===== src/common/sd_irq_pkg.sv =====
// package for the sd host interrupt enable and status block
package sd_irq_pkg;

    // register byte offsets
    localparam logic [11:0] status_offset        = 12'h0230;
    localparam logic [11:0] status_enable_offset = 12'h0234;
    localparam logic [11:0] signal_enable_offset = 12'h0238;

    // reset values
    localparam logic [31:0] enable_reset = 32'h0000_0000;
    localparam logic [31:0] status_reset = 32'h0000_0000;

    // event bit positions
    localparam int cmd_done_bit        = 0;
    localparam int xfer_done_bit       = 1;
    localparam int wr_buffer_ready_bit = 4;
    localparam int rd_buffer_ready_bit = 5;
    localparam int fixed_zero_bit      = 15;
    localparam int cmd_timeout_bit     = 16;
    localparam int cmd_endbit_err_bit  = 18;
    localparam int data_timeout_bit    = 20;
    localparam int data_crc_err_bit    = 21;
    localparam int data_endbit_err_bit = 22;
    localparam int card_error_bit      = 28;
    localparam int bad_data_access_bit = 29;

    // writable positions of both enable registers and the status register
    localparam logic [31:0] writable_mask = 32'h3075_0033;
    localparam logic [31:0] error_half    = 32'hFFFF_0000;
    localparam logic [31:0] normal_half   = 32'h0000_FFFF;

    // apb request bundle
    typedef struct packed {
        logic        sel;
        logic        enable;
        logic        write;
        logic [11:0] addr;
        logic [31:0] wdata;
    } apb_req_type;

    // apb answer bundle
    typedef struct packed {
        logic        ready;
        logic        slverr;
        logic [31:0] rdata;
    } apb_rsp_type;

    // whole state of the block
    typedef struct packed {
        logic [31:0] status_en;
        logic [31:0] signal_en;
        logic [31:0] status;
        logic        irq;
        apb_rsp_type rsp;
    } state_type;

endpackage : sd_irq_pkg


===== src/core/sd_host_interrupt_enables.sv =====
// sd host event status enables, signal enables, sticky status and interrupt
//
// Contract
// - signal-enable register at 238h, 32 bits, resets to zero.
// - signal-enable upper half gates error events, lower half normal events.
// - status-enable bit 18 permits command end-bit error to set status.
// - status-enable bit 16 permits command timeout to set status.
// - status-enable bits 5 and 4 permit buffer read and write ready.
// - status-enable bits 1 and 0 permit transfer and command completed.
// - bit 15 of both enable registers reads zero, ignores writes.
// - signal-enable bits 29,28,22,21,20 gate the data and card errors.
// - signal-enable bits 18 and 16 gate command end-bit and timeout errors.
// - signal-enable bits 5 and 4 gate buffer read and write ready.
// - signal-enable bits 1 and 0 gate transfer and command completed.
// - status-enable upper half permits error flags, lower half normal flags.
// - status-enable bits 29,28,22,21,20 permit the data and card errors.
// - status flags stay set until software writes one to them.
//
// The implementer's own choice: the APB slave port.
`timescale 1ns/1ps
module sd_host_interrupt_enables
    import sd_irq_pkg::*;
(
    // clock and reset
    input  wire logic        clock_i,
    input  wire logic        rst_n_i,
    // apb slave
    input  wire logic        psel_i,
    input  wire logic        penable_i,
    input  wire logic        pwrite_i,
    input  wire logic [11:0] paddr_i,
    input  wire logic [31:0] pwdata_i,
    output logic      [31:0] prdata_o,
    output logic             pready_o,
    output logic             pslverr_o,
    // event pulses from the command and data engines
    input  wire logic [31:0] event_i,
    // status flags and interrupt
    output logic      [31:0] status_o,
    output logic             irq_o
);

    state_type   state_r;
    state_type   state_nxt;
    apb_req_type req;

    // keep only implemented enable positions
    function automatic logic [31:0] keep_writable(input logic [31:0] value);
        keep_writable = value & writable_mask;
    endfunction : keep_writable

    // bundle the bus inputs
    assign req = '{sel: psel_i, enable: penable_i, write: pwrite_i,
                   addr: paddr_i, wdata: pwdata_i};

    // next state of registers, flags, bus answer and interrupt
    always_comb begin
        logic        wr_acc;
        logic        rd_acc;
        logic [31:0] clr;
        logic [31:0] set;
        wr_acc    = 1'b0;
        rd_acc    = 1'b0;
        clr       = '0;
        set       = '0;
        state_nxt = state_r;
        state_nxt.rsp.ready  = 1'b0;
        state_nxt.rsp.slverr = 1'b0;
        state_nxt.rsp.rdata  = '0;
        // answer on the second access cycle, one wait state
        if (req.sel && req.enable && !state_r.rsp.ready) begin
            wr_acc = req.write;
            rd_acc = !req.write;
            state_nxt.rsp.ready = 1'b1;
        end
        if (req.addr == signal_enable_offset) begin
            if (wr_acc) begin
                state_nxt.signal_en = keep_writable(req.wdata);
            end
            state_nxt.rsp.rdata = rd_acc ? state_r.signal_en : '0;
        end else if (req.addr == status_enable_offset) begin
            if (wr_acc) begin
                state_nxt.status_en = keep_writable(req.wdata);
            end
            state_nxt.rsp.rdata = rd_acc ? state_r.status_en : '0;
        end else if (req.addr == status_offset) begin
            if (wr_acc) begin
                clr = keep_writable(req.wdata);
            end
            state_nxt.rsp.rdata = rd_acc ? state_r.status : '0;
        end else begin
            state_nxt.rsp.slverr = rd_acc | wr_acc;
        end
        // events reach status only where status-enabled
        set = event_i & state_r.status_en & writable_mask;
        // set wins over a clear in the same cycle
        state_nxt.status = (state_r.status & ~clr) | set;
        // error half and normal half both gated by signal enables
        state_nxt.irq = |((state_nxt.status & state_r.signal_en & error_half)
                        | (state_nxt.status & state_r.signal_en & normal_half));
    end

    // state register
    always_ff @(posedge clock_i) begin
        if (!rst_n_i) begin
            state_r.status_en <= enable_reset;
            state_r.signal_en <= enable_reset;
            state_r.status    <= status_reset;
            state_r.irq       <= 1'b0;
            state_r.rsp       <= '0;
        end else begin
            state_r <= state_nxt;
        end
    end

    // outputs from flops
    assign prdata_o  = state_r.rsp.rdata;
    assign pready_o  = state_r.rsp.ready;
    assign pslverr_o = state_r.rsp.slverr;
    assign status_o  = state_r.status;
    assign irq_o     = state_r.irq;

    // masked timeout never sets its flag
    a_timeout_masked: assert property (@(posedge clock_i) disable iff (!rst_n_i)
        (!state_r.status_en[cmd_timeout_bit] && !state_r.status[cmd_timeout_bit])
        |=> !state_r.status[cmd_timeout_bit])
        else $error("masked command timeout set status");

    // masked end bit error never sets its flag
    a_endbit_masked: assert property (@(posedge clock_i) disable iff (!rst_n_i)
        (!state_r.status_en[cmd_endbit_err_bit] && !state_r.status[cmd_endbit_err_bit])
        |=> !state_r.status[cmd_endbit_err_bit])
        else $error("masked end bit error set status");

    // masked command done never sets its flag
    a_cmd_done_masked: assert property (@(posedge clock_i) disable iff (!rst_n_i)
        (!state_r.status_en[cmd_done_bit] && !state_r.status[cmd_done_bit])
        |=> !state_r.status[cmd_done_bit])
        else $error("masked command done set status");

    // masked transfer done never sets its flag
    a_xfer_masked: assert property (@(posedge clock_i) disable iff (!rst_n_i)
        (!state_r.status_en[xfer_done_bit] && !state_r.status[xfer_done_bit])
        |=> !state_r.status[xfer_done_bit])
        else $error("masked transfer done set status");

    // masked write ready never sets its flag
    a_wr_ready_masked: assert property (@(posedge clock_i) disable iff (!rst_n_i)
        (!state_r.status_en[wr_buffer_ready_bit] && !state_r.status[wr_buffer_ready_bit])
        |=> !state_r.status[wr_buffer_ready_bit])
        else $error("masked write ready set status");

    // masked read ready never sets its flag
    a_rd_ready_masked: assert property (@(posedge clock_i) disable iff (!rst_n_i)
        (!state_r.status_en[rd_buffer_ready_bit] && !state_r.status[rd_buffer_ready_bit])
        |=> !state_r.status[rd_buffer_ready_bit])
        else $error("masked read ready set status");

    // masked data timeout never sets its flag
    a_data_to_masked: assert property (@(posedge clock_i) disable iff (!rst_n_i)
        (!state_r.status_en[data_timeout_bit] && !state_r.status[data_timeout_bit])
        |=> !state_r.status[data_timeout_bit])
        else $error("masked data timeout set status");

    // masked data crc error never sets its flag
    a_data_crc_masked: assert property (@(posedge clock_i) disable iff (!rst_n_i)
        (!state_r.status_en[data_crc_err_bit] && !state_r.status[data_crc_err_bit])
        |=> !state_r.status[data_crc_err_bit])
        else $error("masked data crc error set status");

    // masked data end bit error never sets its flag
    a_data_eb_masked: assert property (@(posedge clock_i) disable iff (!rst_n_i)
        (!state_r.status_en[data_endbit_err_bit] && !state_r.status[data_endbit_err_bit])
        |=> !state_r.status[data_endbit_err_bit])
        else $error("masked data end bit error set status");

    // masked card error never sets its flag
    a_card_err_masked: assert property (@(posedge clock_i) disable iff (!rst_n_i)
        (!state_r.status_en[card_error_bit] && !state_r.status[card_error_bit])
        |=> !state_r.status[card_error_bit])
        else $error("masked card error set status");

    // masked bad access never sets its flag
    a_bad_acc_masked: assert property (@(posedge clock_i) disable iff (!rst_n_i)
        (!state_r.status_en[bad_data_access_bit] && !state_r.status[bad_data_access_bit])
        |=> !state_r.status[bad_data_access_bit])
        else $error("masked bad access set status");

    // enabled transfer done is captured next cycle
    a_event_capture: assert property (@(posedge clock_i) disable iff (!rst_n_i)
        (event_i[xfer_done_bit] && state_r.status_en[xfer_done_bit])
        |=> state_r.status[xfer_done_bit])
        else $error("enabled transfer done not captured");

    // enabled command done is captured next cycle
    a_cmd_done_capture: assert property (@(posedge clock_i) disable iff (!rst_n_i)
        (event_i[cmd_done_bit] && state_r.status_en[cmd_done_bit])
        |=> state_r.status[cmd_done_bit])
        else $error("enabled command done not captured");

    // enabled write ready is captured next cycle
    a_wr_ready_capture: assert property (@(posedge clock_i) disable iff (!rst_n_i)
        (event_i[wr_buffer_ready_bit] && state_r.status_en[wr_buffer_ready_bit])
        |=> state_r.status[wr_buffer_ready_bit])
        else $error("enabled write ready not captured");

    // enabled read ready is captured next cycle
    a_rd_ready_capture: assert property (@(posedge clock_i) disable iff (!rst_n_i)
        (event_i[rd_buffer_ready_bit] && state_r.status_en[rd_buffer_ready_bit])
        |=> state_r.status[rd_buffer_ready_bit])
        else $error("enabled read ready not captured");

    // enabled command timeout is captured next cycle
    a_timeout_capture: assert property (@(posedge clock_i) disable iff (!rst_n_i)
        (event_i[cmd_timeout_bit] && state_r.status_en[cmd_timeout_bit])
        |=> state_r.status[cmd_timeout_bit])
        else $error("enabled command timeout not captured");

    // enabled command end bit error is captured next cycle
    a_endbit_capture: assert property (@(posedge clock_i) disable iff (!rst_n_i)
        (event_i[cmd_endbit_err_bit] && state_r.status_en[cmd_endbit_err_bit])
        |=> state_r.status[cmd_endbit_err_bit])
        else $error("enabled end bit error not captured");

    // enabled data timeout is captured next cycle
    a_data_to_capture: assert property (@(posedge clock_i) disable iff (!rst_n_i)
        (event_i[data_timeout_bit] && state_r.status_en[data_timeout_bit])
        |=> state_r.status[data_timeout_bit])
        else $error("enabled data timeout not captured");

    // enabled card error is captured next cycle
    a_card_err_capture: assert property (@(posedge clock_i) disable iff (!rst_n_i)
        (event_i[card_error_bit] && state_r.status_en[card_error_bit])
        |=> state_r.status[card_error_bit])
        else $error("enabled card error not captured");

    // enabled bad access is captured next cycle
    a_bad_acc_capture: assert property (@(posedge clock_i) disable iff (!rst_n_i)
        (event_i[bad_data_access_bit] && state_r.status_en[bad_data_access_bit])
        |=> state_r.status[bad_data_access_bit])
        else $error("enabled bad access not captured");

    // flag holds without a one written
    a_flag_sticky: assert property (@(posedge clock_i) disable iff (!rst_n_i)
        (state_r.status[cmd_done_bit] && !(psel_i && penable_i && pwrite_i))
        |=> state_r.status[cmd_done_bit])
        else $error("status flag dropped without clear");

    // fixed bit always zero
    a_bit15_zero: assert property (@(posedge clock_i) disable iff (!rst_n_i)
        !state_r.signal_en[fixed_zero_bit] && !state_r.status_en[fixed_zero_bit])
        else $error("bit 15 of an enable register set");

    // reserved status positions stay zero
    a_status_reserved: assert property (@(posedge clock_i) disable iff (!rst_n_i)
        (status_o & ~writable_mask) == 32'h0000_0000)
        else $error("reserved status bit set");

    // interrupt follows enabled flags
    a_irq_follow: assert property (@(posedge clock_i) disable iff (!rst_n_i)
        irq_o == |(state_r.status & $past(state_r.signal_en)))
        else $error("interrupt does not match enabled status");

    // signal enable write lands
    a_sigen_write: assert property (@(posedge clock_i) disable iff (!rst_n_i)
        (psel_i && penable_i && pwrite_i && !pready_o && paddr_i == signal_enable_offset)
        |=> state_r.signal_en == ($past(pwdata_i) & writable_mask))
        else $error("signal enable write lost");

    // status enable write lands
    a_sten_write: assert property (@(posedge clock_i) disable iff (!rst_n_i)
        (psel_i && penable_i && pwrite_i && !pready_o && paddr_i == status_enable_offset)
        |=> state_r.status_en == ($past(pwdata_i) & writable_mask))
        else $error("status enable write lost");

    // no interrupt without an enabled flag or a new enabled event
    a_irq_gate: assert property (@(posedge clock_i) disable iff (!rst_n_i)
        (((state_r.status & state_r.signal_en) == 32'h0000_0000)
         && ((event_i & state_r.status_en) == 32'h0000_0000))
        |=> !irq_o)
        else $error("interrupt without enabled flag");

    // ready is a one-cycle answer
    a_ready_pulse: assert property (@(posedge clock_i) disable iff (!rst_n_i)
        pready_o |=> !pready_o)
        else $error("ready held longer than one cycle");

    // error answer only with ready
    a_slverr_ready: assert property (@(posedge clock_i) disable iff (!rst_n_i)
        pslverr_o |-> pready_o)
        else $error("slave error without ready");

endmodule : sd_host_interrupt_enables


===== config.mk =====
export PLATFORM = sky130hd
export DESIGN_NAME = sd_host_interrupt_enables
export DESIGN_NICKNAME = d
export VERILOG_FILES = /design/src/common/sd_irq_pkg.sv /design/src/core/sd_host_interrupt_enables.sv
export SDC_FILE = /design/constraint.sdc
export NUM_CORES = 1
export LEC_CHECK = 0
export BUFFER_PORTS_ARGS = -buffer_cell sky130_fd_sc_hd__buf_2
export CAP_MARGIN = 20
export CORE_ASPECT_RATIO = 1.4
export CORE_MARGIN = 3
export CORE_UTILIZATION = 26
export DETAILED_ROUTE_END_ITERATION = 8
export HOLD_SLACK_MARGIN = 0.03
export SYNTH_ARGS = -nofsm -noshare
export SYNTH_HDL_FRONTEND = slang
export SYNTH_SLANG_ARGS = --single-unit

===== constraint.sdc =====
create_clock -name clock_i -period 6.32 [get_ports clock_i]
set_input_delay 0.316 -clock clock_i [delete_from_list [all_inputs] [get_ports clock_i]]
set_output_delay 0.316 -clock clock_i [all_outputs]
set_load 0.005 [all_outputs]

==> out/results.ini, run 1 <==
[logic_synthesis]
seq_area_frac_synth=0.375
synth.lib_cells_used.distinct=38
synth.ff_latch_count=47
synth_top_flop_cell=sky130_fd_sc_hd__dfxtp_1
yosysTopAreaCell=sky130_fd_sc_hd__dfxtp_1
synth_async_sr_flop_share=0
cell_types_with_the_largest_area_share_after_synthesis=sky130_fd_sc_hd__dfxtp_1 38%, sky130_fd_sc_hd__buf_4 19%, sky130_fd_sc_hd__mux2i_1 8.8%, sky130_fd_sc_hd__nor2b_1 6.5%, sky130_fd_sc_hd__a222oi_1 4.4%
synthesis.instances=270
synth.top_cell.area_share=0.375
ys_warn_count=0
synth_area_per_cell_um2=9.29
synth_enable_flop_cells=0
syn-cell-area_mm2=0.00251

[clock_network]
cts_tree=yes
cts.path.max_buffers=2
cts-hold-fix-buffers=0
worstSkewPairLatency_ns=0.29
cts_post_setup_buffers_inserted=0
cts-htree-levels=2
tritoncts_num_sinks=47
root_buffer=sky130_fd_sc_hd__clkbuf_16
postCtsResizedCells=0
clk_pin_slew_worst_paths_ns=0.07
cts-buffers-inserted=5

[sta]
slew_headroom=0.516
slew_viol_final=0
worst_clock_skew_ns=0.00572
rsz0062_at_grt=false
timing.setup.tns_ns=0
finalCritPeriodShare=0.431
final-setup-viol-count=0
final_period_minus_worst_setup_slack_ns=2.72
hold_viol_final=0
maxClockFrequency_mhz=367
tightestPinTransition_ns=0.725

[pwr]
power.clock.fraction=0.510
cell_internal_pwr_uw=537
power_leakage_nw=1.09
cellPowerDensity_mw_per_mm2=239
power.ir.vdd_worst_uv=96.4
combinationalPowerShare=0.049
p_sw_frac=0.201
netSwitchingPower_uw=135
power.sequential.fraction=0.441

[final_layout]
flow.area_growth_from_synthesis_pct=11.9
finish.net_count=391
finish.instance_area_mm2=0.00281
diodes=0
final_layout_size_suffix_gt1_frac=0.260

[global_routing]
grt_pass1_wl_mm=9.14
grt_pass1_vias=1848
global_route.peak_usage_layer=met2
global_route.usage.met2=0.208
global_route.overflow_total=0
gr-usage-met3=0.0269
gr-usage-all-layers=0.113
globalRouteMet1Util=0.117
initial_antenna_violation_count=0
grt_start_max_net_pins=36

[routing]
routedWlPerCell_um=14.5
route.vias.total=1884
route.detailed.drc=0
ant_nets=0
drt-vias-per-instance=4.51
drt_pass1_iterations=4
wirelength_mm=6.08
detailedRoute.firstIterationViolations=94

[placement]
dp_hpwl_mm=4.31
place.port_buffers=63
place_congestion=0.687
detailed_place.area_mm2=0.00261

[setup_path]
crit_arrival_ns=2.91
crit_required_ns=6.50
timing.critical_path.from_type=primary input
worstSetupEndpointType=register
timing.critical_path.fanout_max=13
critical_path_class=primary input to register

[floorplan]
die_width_um=89.0
core_mm2=0.00918
fp-row-count=41
start_util=0.273
ioPinCount=148
die-height_um=122
dieArea_mm2=0.0109

[status]
run_status=completed

[job]
maxCapViolCount=0

[hold_path]
worst_hold_path_type=primary input to register

==> placed cells by master, fill, tap and decap left out, types with 7 or more instances in the layout <==
master and instances:
sky130_fd_sc_hd__a222oi_1 11, sky130_fd_sc_hd__dfxtp_1 47, sky130_fd_sc_hd__nor2b_1 26, sky130_fd_sc_hd__inv_1 8, sky130_fd_sc_hd__nand2_1 22, sky130_fd_sc_hd__mux2i_1 22, sky130_fd_sc_hd__conb_1 42, sky130_fd_sc_hd__a21boi_0 7
sky130_fd_sc_hd__buf_2 63, sky130_fd_sc_hd__nor2_1 12
==> per-stage QoR <==
stage                     hold slack (ns)  instances  utilization  power (mW)  setup slack [ns]
after floorplan                     0.464        311            -       0.336              4.05
after global placement              0.483        410        0.285       0.335              3.30
after detailed placement            0.491        410        0.285       0.336              3.25
after CTS                           0.316        418        0.306       0.685              3.56
after global routing                0.324        418        0.306       0.701              3.49
final                               0.325        418        0.306       0.672              3.60
==> final timing paths <==
kind,startpoint,to,slack (ns),cells after the start
hold reg to reg,status_o[0],status_o[0],0.50,2
setup reg to reg,pready_o,irq_o,3.89,7
setup / recovery,paddr_i[8],state_r[115],3.60,7
hold / removal,pwdata_i[20],state_r[119],0.33,3
==> cell usage after synthesis (all sizes together), types with 2 or more instances <==
cell type  number
a21boi          7
a21oi           5
a222oi         11
a22oi           3
a311oi          5
and2            3
buf            70
clkbuf          4
dfxtp          47
inv             8
mux2i          22
nand2          22
nand4b          2
nor2           12
nor2b          26
nor3            2
nor4            3
or4             2
==> area by class of cell <==
type | count | area [um2]
inverters | 8 | 30.0
repair buffers | 66 | 338
clock inverters | 3 | 67.6
clock buffers | 5 | 125
well taps | 107 | 134
flip-flops and latches | 47 | 941
fillers | 977 | 6380
multi-input cells | 182 | 1170
==> sequential cells by signal, indices dropped and copies added, names as in the netlist <==
signal / count
pslverr_o: 1
irq_o: 1
prdata_o: 11
state_r: 22
status_o: 11
pready_o: 1
==> power groups by stage <==
stage          combinational [mW]  sequential, mW  clock (mW)
6_report                   0.0328           0.297       0.343
5_1_grt                    0.0376           0.297       0.366
4_1_cts                    0.0325           0.297       0.356
3_5_place_dp               0.0324           0.304           0
3_3_place_gp               0.0320           0.303           0
2_1_floorplan              0.0320           0.304           0
==> per-layer routing <==
| metal | wire, um | share of wire |
|---|---|---|
| met5 | 0 | 0 |
| met4 | 129 | 0.021 |
| met3 | 365 | 0.060 |
| met1 | 2410 | 0.40 |
| met2 | 3180 | 0.52 |
==> worst max-delay path, cell delays in order <==
cell	delay [ns]
sky130_fd_sc_hd__buf_2	0.09
sky130_fd_sc_hd__or4b_4	0.57
sky130_fd_sc_hd__or4_4	0.54
sky130_fd_sc_hd__nor3b_4	0.63
sky130_fd_sc_hd__and2b_4	0.45
sky130_fd_sc_hd__mux2i_1	0.24
sky130_fd_sc_hd__nor2b_1	0.06
==> cell families (layout without fill, tap and decap cells) <==
| logic type | Yosys count | in the layout | share of synthesized area |
|---|---|---|---|
| simple gates | 80 | 80 | 0.188 |
| mux | 22 | 22 | 0.0878 |
| other cells | 1 | 42 | 0.00149 |
| flops | 47 | 47 | 0.375 |
| buf+inv | 82 | 82 | 0.225 |
| compound gates | 38 | 38 | 0.123 |
Note: power is estimated with default switching activity, not from simulation.
==> run 2, diff against run 1 <==
--- a/config.mk
+++ b/config.mk
@@ -5,6 +5,7 @@
 export SDC_FILE = /design/constraint.sdc
 export NUM_CORES = 1
 export LEC_CHECK = 0
+export ABC_AREA = 1
 export BUFFER_PORTS_ARGS = -buffer_cell sky130_fd_sc_hd__buf_2
 export CAP_MARGIN = 20
 export CORE_ASPECT_RATIO = 1.4
==> constraint.sdc (replaced) <==
create_clock -name clock_i -period 2.6 [get_ports clock_i]
set_input_delay 0.13 -clock clock_i [delete_from_list [all_inputs] [get_ports clock_i]]
set_output_delay 0.13 -clock clock_i [all_outputs]
set_load 0.005 [all_outputs]
==> out/results.ini, run 2 <==
[clock_network]
worstSkewPairLatency_ns=0.28
cts_tree=yes
root_buffer=sky130_fd_sc_hd__clkbuf_16
cts-hold-fix-buffers=0
postCtsResizedCells=0
cts.path.max_buffers=2
tritoncts_num_sinks=47
cts_post_setup_buffers_inserted=0
cts-htree-levels=2
clk_pin_slew_worst_paths_ns=0.06
cts-buffers-inserted=5

[setup_path]
crit_required_ns=2.76
cp-endpoint=state_r[100]
critical_path_class=register to register
reg2regPathDepth=7
timing.rr.start=pready_o
crit_arrival_ns=1.77
timing.critical_path.from_type=register
cp-startpoint=pready_o
reg2reg_to=state_r[100]
worstSetupEndpointType=register
timing.reg2reg.setup_slack_ns=0.98
timing.critical_path.fanout_max=12

[floorplan]
die_width_um=92.4
ioPinCount=148
die-height_um=127
dieArea_mm2=0.0117
fp-row-count=43
core_mm2=0.0101
start_util=0.270

[routing]
detailedRoute.firstIterationViolations=139
drt_pass1_iterations=4
routedWlPerCell_um=12.2
wirelength_mm=6.64
drt-vias-per-instance=4.10
ant_nets=0
route.detailed.drc=0
route.vias.total=2236

[logic_synthesis]
synth_async_sr_flop_share=0
cell_types_with_the_largest_area_share_after_synthesis=sky130_fd_sc_hd__dfxtp_1 35%, sky130_fd_sc_hd__buf_4 18%, sky130_fd_sc_hd__nand2_1 8.7%, sky130_fd_sc_hd__inv_1 6.5%, sky130_fd_sc_hd__nand3_1 5.9%
ys_warn_count=0
synth_enable_flop_cells=0
synth.top_cell.area_share=0.346
synth_commonest_cells=66 x sky130_fd_sc_hd__buf_4, 63 x sky130_fd_sc_hd__nand2_1, 47 x sky130_fd_sc_hd__dfxtp_1, 47 x sky130_fd_sc_hd__inv_1, 32 x sky130_fd_sc_hd__nand3_1
synth_area_per_cell_um2=7.30
synth_top_flop_cell=sky130_fd_sc_hd__dfxtp_1
seq_area_frac_synth=0.346
yosysTopAreaCell=sky130_fd_sc_hd__dfxtp_1
synth.ff_latch_count=47
synthesis.instances=372
yosys.cell_count.top_type=sky130_fd_sc_hd__buf_4
synth.lib_cells_used.distinct=27
syn-cell-area_mm2=0.00272

[global_routing]
global_route.overflow_total=0
grt_pass1_vias=2136
grt_start_max_net_pins=25
initial_antenna_violation_count=0
grt_pass1_wl_mm=10.3
gr-usage-all-layers=0.112

[sta]
maxClockFrequency_mhz=619
timing.setup.tns_ns=0
final_period_minus_worst_setup_slack_ns=1.62
finalCritPeriodShare=0.622
final-setup-viol-count=0
slew_viol_final=0
hold_viol_final=0
final_critical_path_setup_slack_ns=0.983
worst_clock_skew_ns=0.00270
rsz0062_at_grt=false

[pwr]
cellPowerDensity_mw_per_mm2=475
power.ir.vdd_worst_uv=206
power_leakage_nw=1.50

[final_layout]
layout_common_cells=63 x sky130_fd_sc_hd__nand2_1, 63 x sky130_fd_sc_hd__buf_2, 47 x sky130_fd_sc_hd__inv_1, 47 x sky130_fd_sc_hd__dfxtp_1, 42 x sky130_fd_sc_hd__conb_1
finish.net_count=493
regMostFlops=state_r
number_of_flip_flops_under_the_largest_register_name=22
flow.area_growth_from_synthesis_pct=9.53
diodes=0
final_layout_size_suffix_gt1_frac=0.241

[placement]
dp_hpwl_mm=4.99
place_congestion=0.758
place.port_buffers=63
pre_cts_ws_ns=0.703

[status]
run_status=completed

[job]
maxCapViolCount=0

[hold_path]
worst_hold_path_type=primary input to register

[run 2: layout make-up]
cell class	count	area [um2]
Multi-Input combinational cell	237	1180
Fill cell	1112	7090
Timing Repair Buffer	70	368
Inverter	51	191
Clock buffer	6	129
Sequential cell	47	941
Tap cell	135	169
[run 2: worst min-delay path by stage]
stage | from | to | slack (ns) | cells after the start
6_report | event_i[5] | status_o[5] | 0.13 | 3
5_1_grt | event_i[5] | status_o[5] | 0.15 | 3
4_1_cts | event_i[5] | status_o[5] | 0.12 | 3
3_5_place_dp | event_i[29] | status_o[29] | 0.42 | 3
3_3_place_gp | event_i[22] | status_o[22] | 0.41 | 3
2_1_floorplan | penable_i | pready_o | 0.28 | 2
[run 2: stage by stage]
step	instances	utilization	total power [mW]	instance area, um2	hold WS (ns)
detailed placement	540	0.283	0.832	2850	0.419
global placement	540	0.283	0.830	2850	0.413
finish	546	0.296	1.41	2980	0.125
CTS	546	0.296	1.43	2980	0.123
floorplan	413	-	0.828	2870	0.281
global route	546	0.296	1.46	2980	0.153
[run 2: cells by family after synthesis]
kind of cell	synth area share
AND/OR/NAND/NOR	0.229
buffers and inverters	0.277
AO/OA/AOI/OAI	0.146
flip-flops	0.346
other	0.00138
[run 2: layer usage]
metal	global-route usage	routed length, um
met1	0.116	2350
met2	0.208	3540
met3	0.0332	634
met4	0.0464	119
met5	0	0
[run 2: critical path: stages, from the launching register on]
cell and delay [ns]:
sky130_fd_sc_hd__dfxtp_1 0.30, sky130_fd_sc_hd__inv_1 0.10, sky130_fd_sc_hd__nand4_4 0.20, sky130_fd_sc_hd__inv_2 0.17, sky130_fd_sc_hd__nand2_1 0.25, sky130_fd_sc_hd__buf_4 0.29
sky130_fd_sc_hd__nor2_1 0.13, sky130_fd_sc_hd__a211oi_2 0.05
[run 2: power by group]
part           internal, mW  switching [mW]
clock                 0.346           0.252
combinational        0.0318          0.0626
sequential            0.721        0.000389
total                  1.10           0.315
==> run 3, diff against run 2 <==
--- a/config.mk
+++ b/config.mk
@@ -5,7 +5,7 @@
 export SDC_FILE = /design/constraint.sdc
 export NUM_CORES = 1
 export LEC_CHECK = 0
-export ABC_AREA = 1
+export ABC_AREA = 0
 export BUFFER_PORTS_ARGS = -buffer_cell sky130_fd_sc_hd__buf_2
 export CAP_MARGIN = 20
 export CORE_ASPECT_RATIO = 1.4
==> constraint.sdc (replaced) <==
create_clock -name clock_i -period 1.5 [get_ports clock_i]
set_input_delay 0.075 -clock clock_i [delete_from_list [all_inputs] [get_ports clock_i]]
set_output_delay 0.075 -clock clock_i [all_outputs]
set_load 0.005 [all_outputs]
==> out/results.ini, run 3 (synthesis results as in run 1) <==
[sta]
final_period_minus_worst_setup_slack_ns=1.98
rsz0062_at_grt=true
finalCritPeriodShare=1.32
final-setup-viol-count=41
worst_clock_skew_ns=0.00410
final_critical_path_setup_slack_ns=-0.485
hold_viol_final=0
maxClockFrequency_mhz=504
slew_viol_final=0
timing.hold.ws_ns=0.0745

[clock_network]
cts.path.max_buffers=2
clk_pin_slew_worst_paths_ns=0.07
tritoncts_num_sinks=47
cts-htree-levels=2
root_buffer=sky130_fd_sc_hd__clkbuf_16
cts-buffers-inserted=5
worstSkewPairLatency_ns=0.29
cts_tree=yes

[routing]
drt_pass1_iterations=5
route.detailed.drc=0
route.vias.total=2017
routedWlPerCell_um=14.7
detailedRoute.firstIterationViolations=166
drt-vias-per-instance=4.57
wirelength_mm=6.50
ant_nets=0

[pwr]
power.ir.vdd_worst_uv=431
power_leakage_nw=1.25
cellPowerDensity_mw_per_mm2=871

[setup_path]
critical_path.n_buffers_inverters=3
crit_arrival_ns=2.16
crit_required_ns=1.68
critical_path_class=primary input to register
cell_at_the_slowest_stage_of_the_critical_path=sky130_fd_sc_hd__or4b_4
critical_path.most_common_cell=sky130_fd_sc_hd__buf_6
timing.critical_path.fanout_max=7
timing.reg2reg.setup_slack_ns=-0.41
timing.critical_path.from_type=primary input
cp_max_stage_delay_ns=0.54
timing.critical_path.cells=buf_6 > or4b_4 > buf_6 > nor4_4 > buf_12 > a311oi_4 > nor4_2 > o2111ai_1 > o31a_1
critical_path.top_delay_family=simple AND/OR/NAND/NOR gates
worstSetupEndpointType=register

[global_routing]
global_route.overflow_total=0
gr-usage-all-layers=0.115
grt_pass1_wl_mm=9.55
gr-usage-met3=0.0356
global_route.usage.met2=0.197
global_route.peak_usage_layer=met2
grt_start_max_net_pins=35
globalRouteMet1Util=0.130
initial_antenna_violation_count=0
grt_pass1_vias=1925

[placement]
place.port_buffers=63
dp_hpwl_mm=4.49
place_congestion=0.758

[final_layout]
fill_cells=961
final_core_utilization=0.341
diodes=0
final_common_cell=sky130_fd_sc_hd__buf_2
layout_common_cells=62 x sky130_fd_sc_hd__buf_2, 47 x sky130_fd_sc_hd__dfxtp_1, 42 x sky130_fd_sc_hd__conb_1
final_layout_size_suffix_gt1_frac=0.353
flow.area_growth_from_synthesis_pct=24.6
regMostFlops=state_r
number_of_flip_flops_under_the_largest_register_name=22
finish.net_count=414

[floorplan]
die_width_um=89.0
die-height_um=122
ioPinCount=148
dieArea_mm2=0.0109
fp-row-count=41
core_mm2=0.00918
start_util=0.273

[status]
violations=negative setup slack
run_status=complete, but fails checks

[hold_path]
worst_hold_path_type=primary input to register

[job]
maxCapViolCount=0

==> run 3: changes by cell type in the layout (fill, tap and decap cells not counted), sizes merged, moves of 18 or more <==
cell,previous run,this run
buf,70,88
mux2i,0,22
nor2b,0,26
nand3,33,1
a21oi,23,5
inv,50,8
nand2,67,22
nor2,33,12
==> run 3: what timing repair did <==
action / in CTS / in global routing
hold buffers: 0 / 0
pin swaps: 6 / 5
buffers inserted: 4 / 4
resized for setup: 12 / 17
cloned: 1 / 1
endpoints found under the setup margin: 38 / 41
==> run 3: path summary, 6_finish.rpt <==
check	start	to	cells after the start
worst min register to register	status_o[5]	status_o[5]	2
worst max-delay path	paddr_i[10]	irq_o	9
worst max register to register	pready_o	irq_o	7
worst min-delay path	event_i[22]	status_o[22]	3
==> run 3: per-layer routing <==
layer / share of wire / wire length [um]
met1: 0.39 / 2510
met2: 0.51 / 3330
met3: 0.079 / 514
met4: 0.022 / 142
met5: 0 / 0
==> run 3: cell type report <==
| class | count | area (um2) | share of cell area |
|---|---|---|---|
| Clock buffer | 6 | 139 | 0.0444 |
| Clock inverter | 2 | 35.0 | 0.0112 |
| Inverter | 8 | 30.0 | 0.00960 |
| Multi-Input combinational cell | 183 | 1270 | 0.406 |
| Sequential cell | 47 | 941 | 0.301 |
| Tap cell | 107 | 134 | 0.0428 |
| Timing Repair Buffer | 88 | 578 | 0.185 |
==> run 3: tightest hold or removal path, stage by stage <==
cell	delay, ns
sky130_fd_sc_hd__buf_2	0.08
sky130_fd_sc_hd__a22oi_2	0.08
sky130_fd_sc_hd__nor2b_1	0.10
==> run 3: power by group <==
group / switching (mW) / internal, mW
clock network: 0.480 / 0.829
logic: 0.0911 / 0.0732
registers: 0.000722 / 1.25
total: 0.572 / 2.15
==> run 3: metrics by stage <==
stage	setup WS [ns]	cells	area [um2]	total power, mW	setup TNS [ns]
finish	-0.485	441	3130	2.72	-12.18
CTS	-0.465	437	3040	2.74	-11.33
global route	-0.568	441	3130	2.82	-14.92
floorplan	-0.528	311	2700	1.42	-12.28
global placement	-0.765	424	2770	1.43	-19.14
detailed placement	-0.805	424	2770	1.43	-20.15
